### src/mbr_pkg.sv
// mbr_pkg: shared constants and the crc step for both link ends
// assumes: one system clock; both ends on the same clock domain
`default_nettype none
package mbr_pkg;
	// ----------------------------------------------------------------
	// function and exception codes
	// ----------------------------------------------------------------
	localparam logic [7:0]  FN_RD_REGS   = 8'h03; // read holding registers
	localparam logic [7:0]  FN_WR_COIL   = 8'h05; // write one coil
	localparam logic [7:0]  FN_WR_REG    = 8'h06; // write one holding register
	localparam logic [7:0]  FN_EXC_FLAG  = 8'h80; // added to a refused function
	localparam logic [7:0]  EXC_BAD_FN   = 8'h01; // function not supported
	localparam logic [7:0]  EXC_BAD_ADDR = 8'h02; // target not found
	localparam logic [7:0]  EXC_BAD_DATA = 8'h03; // data format refused
	localparam logic [7:0]  ADDR_BCAST   = 8'h00; // broadcast slave address
	// ----------------------------------------------------------------
	// field values and sizes
	// ----------------------------------------------------------------
	localparam logic [15:0] COIL_ON      = 16'hFF00; // change data for on
	localparam logic [15:0] COIL_OFF     = 16'h0000; // change data for off
	localparam logic [15:0] COIL_ADDR_MAX = 16'h001E; // coil 31 on the link
	localparam logic [15:0] RD_CNT_MAX   = 16'h0004; // registers per read
	localparam logic [15:0] ADDR_OFS     = 16'h0001; // number minus link address
	localparam logic [3:0]  QRY_LEN      = 4'h8;  // bytes in every query
	localparam logic [15:0] CRC_INIT     = 16'hFFFF; // crc start value
	localparam logic [15:0] CRC_POLY_REV = 16'hA001; // x16+x15+x2+1, reflected
	localparam logic [15:0] CRC_RESIDUE  = 16'h0000; // crc over frame and crc
	// ----------------------------------------------------------------
	// master answer timeout
	// ----------------------------------------------------------------
	localparam int          RSP_TMO_US   = 2000; // answer wait in us
	localparam int          CLK_MHZ      = 20;   // system clock rate
	localparam int          RSP_TMO_CYC  = RSP_TMO_US * CLK_MHZ;

	// one byte through the crc, low bit first
	function automatic logic [15:0] mbr_crc_step(input logic [15:0] crc,
		input logic [7:0] b);
		logic [15:0] c;
		c = crc ^ {8'h00, b};
		for (int i = 0; i < 8; i++) begin
			c = c[0] ? ((c >> 1) ^ CRC_POLY_REV) : (c >> 1);
		end
		return c;
	endfunction : mbr_crc_step
endpackage : mbr_pkg
`default_nettype wire

### src/mbr_link_if.sv
// mbr_link_if: byte link between bus master and slave
// assumes: both ends on CLK_SYS; end pulse stands for the silent interval
`default_nettype none
interface mbr_link_if;
	logic       m2s_valid; // master byte strobe
	logic [7:0] m2s_data;  // master byte
	logic       m2s_end;   // master frame end pulse
	logic       s2m_valid; // slave byte strobe
	logic [7:0] s2m_data;  // slave byte
	logic       s2m_end;   // slave frame end pulse

	modport dev (input m2s_valid, m2s_data, m2s_end,
		output s2m_valid, s2m_data, s2m_end);
	modport mst (output m2s_valid, m2s_data, m2s_end,
		input s2m_valid, s2m_data, s2m_end);
endinterface : mbr_link_if
`default_nettype wire

### src/mbr_slave.sv
// mbr_slave: slave end, takes queries and builds answer frames
// assumes: user register file answers a read one cycle after the strobe
//
// Contract
// - read counted registers from start address
// - read answer: address, function, size, data, crc
// - size byte is twice register count
// - broadcast queries get no answer
// - register number is link address plus one
// - coil number is link address plus one
// - function 05h changes exactly one coil
// - FF00h sets coil, 0000h clears coil
// - master sets run source select to 03; mbr_master leaves this to the user
// - function 06h writes one holding register
// - failed read gets an exception answer
// - successful write answer echoes the query
// - exception: function plus 80h, code, nothing done
// - crc-16 ends frames; bad frames ignored
// - foreign slave address ignored silently
`default_nettype none
module mbr_slave (
	input  wire logic        CLK_SYS,
	input  wire logic        RST_B,
	mbr_link_if.dev          LINK,
	input  wire logic [7:0]  MY_ADDR,
	output logic             REG_RD_EN,
	output logic [15:0]      REG_RD_NUM,
	input  wire logic [15:0] REG_RD_DATA,
	output logic             REG_WR_EN,
	output logic [15:0]      REG_WR_NUM,
	output logic [15:0]      REG_WR_DATA,
	output logic             COIL_WR_EN,
	output logic [15:0]      COIL_NUM,
	output logic             COIL_VAL
);
	import mbr_pkg::*;

	// ----------------------------------------------------------------
	// state
	// ----------------------------------------------------------------
	typedef enum logic [3:0] {
		S_RX, S_EVAL, S_HDR, S_RD_REQ, S_RD_WAIT, S_RD_HI, S_RD_LO, S_CRC, S_END
	} mbr_sst_t;
	typedef enum logic [1:0] {K_ECHO, K_READ, K_EXC} mbr_kind_t;

	mbr_sst_t    st_q,   st_d;     // sequencer state
	mbr_kind_t   kind_q, kind_d;   // answer kind
	logic [7:0]  rx_q [0:7];       // query bytes
	logic [7:0]  rx_d [0:7];
	logic [3:0]  rcnt_q, rcnt_d;   // bytes taken, saturates
	logic [15:0] crc_q,  crc_d;    // rx or tx crc
	logic [2:0]  tix_q,  tix_d;    // header byte index
	logic [15:0] left_q, left_d;   // registers still to send
	logic [7:0]  exc_q,  exc_d;    // exception code
	logic [7:0]  lo_q,   lo_d;     // low byte of a read word
	logic        crc_hi_q, crc_hi_d; // second crc byte next
	logic        tv_q, tv_d;       // tx strobe
	logic [7:0]  td_q, td_d;       // tx byte
	logic        te_q, te_d;       // tx end pulse
	logic        rde_q, rde_d;
	logic [15:0] rdn_q, rdn_d;
	logic        rwe_q, rwe_d;
	logic [15:0] rwn_q, rwn_d;
	logic [15:0] rwd_q, rwd_d;
	logic        cwe_q, cwe_d;
	logic [15:0] cn_q,  cn_d;
	logic        cv_q,  cv_d;

	logic [15:0] q_addr;           // query address field
	logic [15:0] q_data;           // query count or change data
	assign q_addr = {rx_q[2], rx_q[3]};
	assign q_data = {rx_q[4], rx_q[5]};

	// ----------------------------------------------------------------
	// next state
	// ----------------------------------------------------------------
	// takes a query, checks it, executes, then streams the answer
	always_comb begin
		st_d = st_q;
		kind_d = kind_q;
		rx_d = rx_q;
		rcnt_d = rcnt_q;
		crc_d = crc_q;
		tix_d = tix_q;
		left_d = left_q;
		exc_d = exc_q;
		lo_d = lo_q;
		crc_hi_d = crc_hi_q;
		tv_d = 1'b0;
		td_d = td_q;
		te_d = 1'b0;
		rde_d = 1'b0;
		rdn_d = rdn_q;
		rwe_d = 1'b0;
		rwn_d = rwn_q;
		rwd_d = rwd_q;
		cwe_d = 1'b0;
		cn_d = cn_q;
		cv_d = cv_q;
		case (st_q)
			S_RX: begin
				// gather bytes and run the crc over all of them
				if (LINK.m2s_valid) begin
					if (rcnt_q < QRY_LEN) begin
						rx_d[rcnt_q[2:0]] = LINK.m2s_data;
					end
					if (rcnt_q <= QRY_LEN) begin
						rcnt_d = rcnt_q + 4'h1;
					end
					crc_d = mbr_crc_step(crc_q, LINK.m2s_data);
				end
				if (LINK.m2s_end) begin
					// wrong length, bad crc, foreign or broadcast: drop
					if (rcnt_q == QRY_LEN && crc_q == CRC_RESIDUE
						&& rx_q[0] == MY_ADDR && rx_q[0] != ADDR_BCAST) begin
						st_d = S_EVAL;
					end
					rcnt_d = 4'h0;
					crc_d = CRC_INIT;
				end
			end
			S_EVAL: begin
				// crc already passed, so actions happen only now
				kind_d = K_EXC;
				exc_d = EXC_BAD_FN;
				if (rx_q[1] == FN_RD_REGS) begin
					if (q_data == 16'h0000 || q_data > RD_CNT_MAX) begin
						exc_d = EXC_BAD_DATA;
					end else begin
						kind_d = K_READ;
						left_d = q_data;
						rdn_d = q_addr + ADDR_OFS;
					end
				end else if (rx_q[1] == FN_WR_COIL) begin
					if (q_addr > COIL_ADDR_MAX) begin
						exc_d = EXC_BAD_ADDR;
					end else if (q_data != COIL_ON && q_data != COIL_OFF) begin
						exc_d = EXC_BAD_DATA;
					end else begin
						kind_d = K_ECHO;
						cwe_d = 1'b1;
						cn_d = q_addr + ADDR_OFS;
						cv_d = (q_data == COIL_ON);
					end
				end else if (rx_q[1] == FN_WR_REG) begin
					kind_d = K_ECHO;
					rwe_d = 1'b1;
					rwn_d = q_addr + ADDR_OFS;
					rwd_d = q_data;
				end
				tix_d = 3'h0;
				crc_hi_d = 1'b0;
				st_d = S_HDR;
			end
			S_HDR: begin
				// header bytes, or the whole echo
				tv_d = 1'b1;
				case (kind_q)
					K_ECHO: td_d = rx_q[tix_q];
					K_READ: begin
						// address, function, size byte
						if (tix_q == 3'h2) begin
							td_d = {left_q[6:0], 1'b0};
						end else begin
							td_d = rx_q[tix_q];
						end
					end
					default: begin
						if (tix_q == 3'h1) begin
							td_d = rx_q[1] | FN_EXC_FLAG;
						end else if (tix_q == 3'h2) begin
							td_d = exc_q;
						end else begin
							td_d = rx_q[0];
						end
					end
				endcase
				crc_d = mbr_crc_step(crc_q, td_d);
				tix_d = tix_q + 3'h1;
				if ((kind_q == K_ECHO && tix_q == 3'h5) ||
					(kind_q != K_ECHO && tix_q == 3'h2)) begin
					st_d = (kind_q == K_READ) ? S_RD_REQ : S_CRC;
				end
			end
			S_RD_REQ: begin
				// ask the register file for the next word
				rde_d = 1'b1;
				st_d = S_RD_WAIT;
			end
			S_RD_WAIT: begin
				st_d = S_RD_HI;
			end
			S_RD_HI: begin
				// high byte goes first
				tv_d = 1'b1;
				td_d = REG_RD_DATA[15:8];
				lo_d = REG_RD_DATA[7:0];
				crc_d = mbr_crc_step(crc_q, td_d);
				rdn_d = rdn_q + 16'h0001;
				left_d = left_q - 16'h0001;
				st_d = S_RD_LO;
			end
			S_RD_LO: begin
				tv_d = 1'b1;
				td_d = lo_q;
				crc_d = mbr_crc_step(crc_q, td_d);
				st_d = (left_q == 16'h0000) ? S_CRC : S_RD_REQ;
			end
			S_CRC: begin
				// low crc byte, high crc byte, then the end pulse
				tv_d = 1'b1;
				td_d = crc_hi_q ? crc_q[15:8] : crc_q[7:0];
				crc_hi_d = 1'b1;
				if (crc_hi_q) begin
					st_d = S_END;
				end
			end
			S_END: begin
				// end pulse after the last crc byte
				te_d = 1'b1;
				crc_d = CRC_INIT;
				st_d = S_RX;
			end
			default: st_d = S_RX;
		endcase
	end

	// ----------------------------------------------------------------
	// registers
	// ----------------------------------------------------------------
	always_ff @(posedge CLK_SYS) begin
		if (!RST_B) begin
			st_q <= S_RX;
			kind_q <= K_ECHO;
			for (int i = 0; i < 8; i++) begin
				rx_q[i] <= 8'h00;
			end
			rcnt_q <= 4'h0;
			crc_q <= CRC_INIT;
			tix_q <= 3'h0;
			left_q <= 16'h0000;
			exc_q <= 8'h00;
			lo_q <= 8'h00;
			crc_hi_q <= 1'b0;
			tv_q <= 1'b0;
			td_q <= 8'h00;
			te_q <= 1'b0;
			rde_q <= 1'b0;
			rdn_q <= 16'h0000;
			rwe_q <= 1'b0;
			rwn_q <= 16'h0000;
			rwd_q <= 16'h0000;
			cwe_q <= 1'b0;
			cn_q <= 16'h0000;
			cv_q <= 1'b0;
		end else begin
			st_q <= st_d;
			kind_q <= kind_d;
			rx_q <= rx_d;
			rcnt_q <= rcnt_d;
			crc_q <= crc_d;
			tix_q <= tix_d;
			left_q <= left_d;
			exc_q <= exc_d;
			lo_q <= lo_d;
			crc_hi_q <= crc_hi_d;
			tv_q <= tv_d;
			td_q <= td_d;
			te_q <= te_d;
			rde_q <= rde_d;
			rdn_q <= rdn_d;
			rwe_q <= rwe_d;
			rwn_q <= rwn_d;
			rwd_q <= rwd_d;
			cwe_q <= cwe_d;
			cn_q <= cn_d;
			cv_q <= cv_d;
		end
	end

	// ----------------------------------------------------------------
	// outputs
	// ----------------------------------------------------------------
	assign LINK.s2m_valid = tv_q;
	assign LINK.s2m_data  = td_q;
	assign LINK.s2m_end   = te_q;
	assign REG_RD_EN   = rde_q;
	assign REG_RD_NUM  = rdn_q;
	assign REG_WR_EN   = rwe_q;
	assign REG_WR_NUM  = rwn_q;
	assign REG_WR_DATA = rwd_q;
	assign COIL_WR_EN  = cwe_q;
	assign COIL_NUM    = cn_q;
	assign COIL_VAL    = cv_q;
endmodule : mbr_slave
`default_nettype wire

### src/flat_wrapper.sv
// flat-port wrapper written by rule: the top's interface ports become plain ports
module mbr_slave_flat import mbr_pkg::*;
  (CLK_SYS, RST_B, MY_ADDR, REG_RD_EN, REG_RD_NUM, REG_RD_DATA, REG_WR_EN, REG_WR_NUM, REG_WR_DATA, COIL_WR_EN, COIL_NUM, COIL_VAL, LINK_m2s_valid, LINK_m2s_data, LINK_m2s_end, LINK_s2m_valid, LINK_s2m_data, LINK_s2m_end);
  mbr_link_if LINK_i ();
  input  wire logic CLK_SYS;
  input  wire logic RST_B;
  input  wire logic [7:0] MY_ADDR;
  output logic REG_RD_EN;
  output logic [15:0] REG_RD_NUM;
  input  wire logic [15:0] REG_RD_DATA;
  output logic REG_WR_EN;
  output logic [15:0] REG_WR_NUM;
  output logic [15:0] REG_WR_DATA;
  output logic COIL_WR_EN;
  output logic [15:0] COIL_NUM;
  output logic COIL_VAL;
  input wire logic [$bits(LINK_i.m2s_valid)-1:0] LINK_m2s_valid;
  input wire logic [$bits(LINK_i.m2s_data)-1:0] LINK_m2s_data;
  input wire logic [$bits(LINK_i.m2s_end)-1:0] LINK_m2s_end;
  output wire logic [$bits(LINK_i.s2m_valid)-1:0] LINK_s2m_valid;
  output wire logic [$bits(LINK_i.s2m_data)-1:0] LINK_s2m_data;
  output wire logic [$bits(LINK_i.s2m_end)-1:0] LINK_s2m_end;
  assign LINK_i.m2s_valid = LINK_m2s_valid;
  assign LINK_i.m2s_data = LINK_m2s_data;
  assign LINK_i.m2s_end = LINK_m2s_end;
  assign LINK_s2m_valid = LINK_i.s2m_valid;
  assign LINK_s2m_data = LINK_i.s2m_data;
  assign LINK_s2m_end = LINK_i.s2m_end;
  mbr_slave u_core (.CLK_SYS(CLK_SYS), .RST_B(RST_B), .LINK(LINK_i), .MY_ADDR(MY_ADDR), .REG_RD_EN(REG_RD_EN), .REG_RD_NUM(REG_RD_NUM), .REG_RD_DATA(REG_RD_DATA), .REG_WR_EN(REG_WR_EN), .REG_WR_NUM(REG_WR_NUM), .REG_WR_DATA(REG_WR_DATA), .COIL_WR_EN(COIL_WR_EN), .COIL_NUM(COIL_NUM), .COIL_VAL(COIL_VAL));
endmodule
### config.mk
export PLATFORM = sky130hd
export DESIGN_NAME = mbr_slave_flat
export DESIGN_NICKNAME = d
export VERILOG_FILES = /design/src/mbr_pkg.sv /design/src/mbr_link_if.sv /design/src/mbr_slave.sv /design/src/flat_wrapper.sv
export SDC_FILE = /design/constraint.sdc
export NUM_CORES = 1
export LEC_CHECK = 0
export ABC_AREA = 1
export BUFFER_PORTS_ARGS = -buffer_cell sky130_fd_sc_hd__buf_2
export CAP_MARGIN = 5
export CORE_UTILIZATION = 50
export CTS_CLUSTER_SIZE = 14
export DETAILED_ROUTE_END_ITERATION = 10
export PLACE_DENSITY_LB_ADDON = 0.25
export SYNTH_ARGS = -nofsm -noshare
export SYNTH_HDL_FRONTEND = slang
export SYNTH_SLANG_ARGS = --single-unit
### constraint.sdc
create_clock -name CLK_SYS -period 4.5 [get_ports CLK_SYS]
set_input_delay 0.45 -clock CLK_SYS [delete_from_list [all_inputs] [get_ports CLK_SYS]]
set_output_delay 0.45 -clock CLK_SYS [all_outputs]
set_load 0.01 [all_outputs]
==> summary.txt <==
CP endpoint kind: flip-flop
First-pass GRT wire length: 49.9 mm
Comb power frac: 0.412
CTS root buffer: clkbuf_16
Leak: 5.30 nW
Post-route ant nets: 0
DRC viols: 0
Hold endpoint: u_core.lo_q[5]$_SDFFE_PN0P_
Finished Layout Cells: 1919
Die area: 22800 sq um
Net Sw Power: 0.00275 W
Reg2reg end: u_core.crc_q[15]$_SDFFE_PN1P_
Clock Tree Buf Depth: 2
Nets: 1671
Number of synthesized register bits: 198
Die Ht: 151 um
DR vias: 10661
Seq pwr share: 0.330
Maximum vdd ir drop: 293 uV
Status: finished clean
Crit Path Category: reg2reg
Via density: 5.56
Avg Inst Size Synth: 7.06 sq um
Slew Viols, Final: 0
Routed WL: 32.2 mm
Crit-path max FO: 20
Wirelength per Cell: 16.8 um
Clock Latency Late Sink: 450 ps
Max Cap Violations: 0
Most frequent cells in the layout: 261 x nand2_1, 198 x dfxtp_1, 165 x inv_1
CTS tree: built
Min cycle time layout: 3490 ps
Distinct cells, synth: 58
Power Density: 520 nW/um^2
Worst rel slew slack: 0.260
Min-Delay Path Class: in2reg
Final instance area: 12300 sq um
Syn Inst Count: 1572
First DRT Iteration DRCs: 817
Largest net degree at the start of global routing: 82
Tcrit/Tclk final: 0.776
Clock group share of total power: 0.259
R2r setup slk: 1010 ps
# rows: 54
GRT Overall Usage: 0.284
Ys Warns: 0
Gr busiest metal: met2
Die X: 151 um
H-tree levels: 4
RSZ-0062 raised after global routing: no
Skew final: 19.0 ps
Tightest Pin Transition: 1100 ps
Initial antenna violation count: 0
Final worst slack: 1010 ps
Worst slack, placed: 1050 ps
Sequential-to-total area share from yosys stat: 0.357
Vias in the first global route: 9302
Placed insts: 1887
Share of cells above drive strength 1: 0.143
PortBufs: 113
Leading cell type in the layout, fill and taps excluded: nand2_1
Remaining Overflow, GRT: 0
CTS sink cnt: 198
DRT Pass-1 Iters: 5
Critical path startpoint category: flip-flop
Post-CTS Setup Bufs: 0
TritonCTS buffer count: 17
Met1 Resource Use GR: 0.394
Reg-to-reg startpoint: u_core.tix_q[1]$_SDFFE_PN0P_
Initial Util: 0.510
Net Sw Frac: 0.431
Routing usage on met3: 0.0500
Inserted Diodes: 0
Worst-case reg-to-reg path depth: 20
GR Util met2: 0.445
Post-CTS resize count: 0
Core Area: 21800 sq um
Post-DP HPWL: 23.5 mm
Syn_nets: 1617
DP Area: 11600 sq um
Synth-to-layout area growth: 10.6%
Worst Hold Slack: 259 ps
Worst path required time: 4800 ps
GPL Wtd Cong: 0.936
Post-Syn Area: 11100 sq um
Final TNS setup: 0 ps
Hold Vio Cnt, Final: 0
Internal power: 0.00363 W
Min-delay src: REG_RD_DATA[5]
IO Pins: 114
Reg clk slew, reported paths: 80 ps
CP Data Arrival Time: 3790 ps
Hold buffer count at CTS: 0
Worst hold path depth: 3
Max Freq: 286 MHz
Final setup fails: 0
==> routing by layer <==
layer  vias up  routed length (um)
met5         -                   0
met1      4911               14900
met4         0                 733
li1       5330                   -
met3        65                1990
met2       355               14600
==> cells by family after synthesis <==
kind of cell               Yosys count  synth area share
and+or+nand+nor                    640             0.261
AOI/OAI and AO/OA                  381             0.197
buffers and inverters              264             0.102
DFF                                198             0.357
xor gates and xnor gates            80            0.0733
adders and majority gates            9            0.0102
==> flip-flops by register name (all words and copies together) (netlist names), 2 cells and up <==
name                  count
u_core.rx_q              32
u_core.COIL_NUM          16
u_core.tix_q              3
u_core.REG_WR_DATA       16
u_core.st_q               4
u_core.crc_q             16
u_core.q_addr            16
u_core.REG_WR_NUM        16
u_core.LINK.s2m_data      8
u_core.q_data            16
u_core.exc_q              2
u_core.lo_q               8
u_core.rcnt_q             4
u_core.REG_RD_NUM        16
u_core.kind_q             2
u_core.left_q            16
==> through the flow <==
| step | utilization | power [W] |
|---|---|---|
| 6_report | 0.564 | 0.00638 |
| 5_1_grt | 0.564 | 0.00678 |
| 4_1_cts | 0.564 | 0.00636 |
| 3_5_place_dp | 0.534 | 0.00472 |
| 3_3_place_gp | 0.534 | 0.00466 |
| 2_1_floorplan | - | 0.00420 |
==> area by class of cell <==
cell class	count	area, sq um
Tap cell	280	350
Clock buffer	17	425
Multi-Input combinational cell	1110	6000
Fill cell	2092	9490
Sequential cell	198	3960
Timing Repair Buffer	123	643
Inverter	176	666
Clock inverter	15	218
==> worst max-delay path, stage by stage, from the launching register on <==
cell and delay (ps):
dfxtp_1 810, inv_4 210, ha_1 260, nand2_1 330, inv_1 150, a21oi_1 130, o21ai_1 70, nand3_1 120
nand3_1 130, nand3_1 180, nand3_2 110, nand2_2 80, nand2_2 60, nand2_2 100, nand2_2 80, nand3_4 90
nand2_4 70, nand2_2 70, a21oi_1 60, o21bai_1 140, nand3_1 80
==> cells in the mapped netlist (all sizes together) <==
master / instances / area (sq um)
nand2: 286 / 1160
dfxtp: 198 / 3960
inv: 174 / 658
nor2: 152 / 573
o21ai: 149 / 753
a21oi: 144 / 739
nand3: 134 / 766
clkbuf: 56 / 211
xor2: 48 / 503
buf: 32 / 250
xnor2: 32 / 310
nor3: 22 / 110
o211ai: 19 / 148
nor4: 18 / 113
nand4: 16 / 100
a31oi: 14 / 87.6
a221oi: 11 / 96.3
or2: 10 / 62.6
ha: 9 / 113
o22ai: 8 / 50.1
a211oi: 6 / 45.0
o21bai: 6 / 56.3
a32oi: 5 / 43.8
o2111ai: 5 / 43.8
o221ai: 5 / 43.8
a22oi: 2 / 15.0
clkinv: 2 / 7.51
o21a: 2 / 15.0
a2111oi: 1 / 8.76
a21boi: 1 / 11.3
a31o: 1 / 8.76
and3: 1 / 6.26
nand3b: 1 / 7.51
o31a: 1 / 8.76
o31ai: 1 / 7.51
==> power groups by stage <==
stage	clock network (W)	logic (W)	registers, W
after floorplan	0	0.00218	0.00202
after global placement	0	0.00253	0.00214
after detailed placement	0	0.00258	0.00214
after CTS	0.00167	0.00259	0.00210
after global routing	0.00175	0.00292	0.00212
final	0.00165	0.00263	0.00210
==> worst max path at each step <==
stage,slack [ps],startpoint,endpoint
3_5_place_dp,1050,u_core.tix_q[1]$_SDFFE_PN0P_,u_core.crc_q[15]$_SDFFE_PN1P_
4_1_cts,1040,u_core.tix_q[1]$_SDFFE_PN0P_,u_core.crc_q[15]$_SDFFE_PN1P_
2_1_floorplan,1870,u_core.tix_q[1]$_SDFFE_PN0P_,u_core.crc_q[13]$_SDFFE_PN1P_
6_report,1010,u_core.tix_q[1]$_SDFFE_PN0P_,u_core.crc_q[15]$_SDFFE_PN1P_
3_3_place_gp,1180,u_core.tix_q[1]$_SDFFE_PN0P_,u_core.crc_q[0]$_SDFFE_PN1P_
5_1_grt,630,u_core.tix_q[1]$_SDFFE_PN0P_,u_core.crc_q[15]$_SDFFE_PN1P_
No activity file was read; power rests on OpenSTA's default activity.
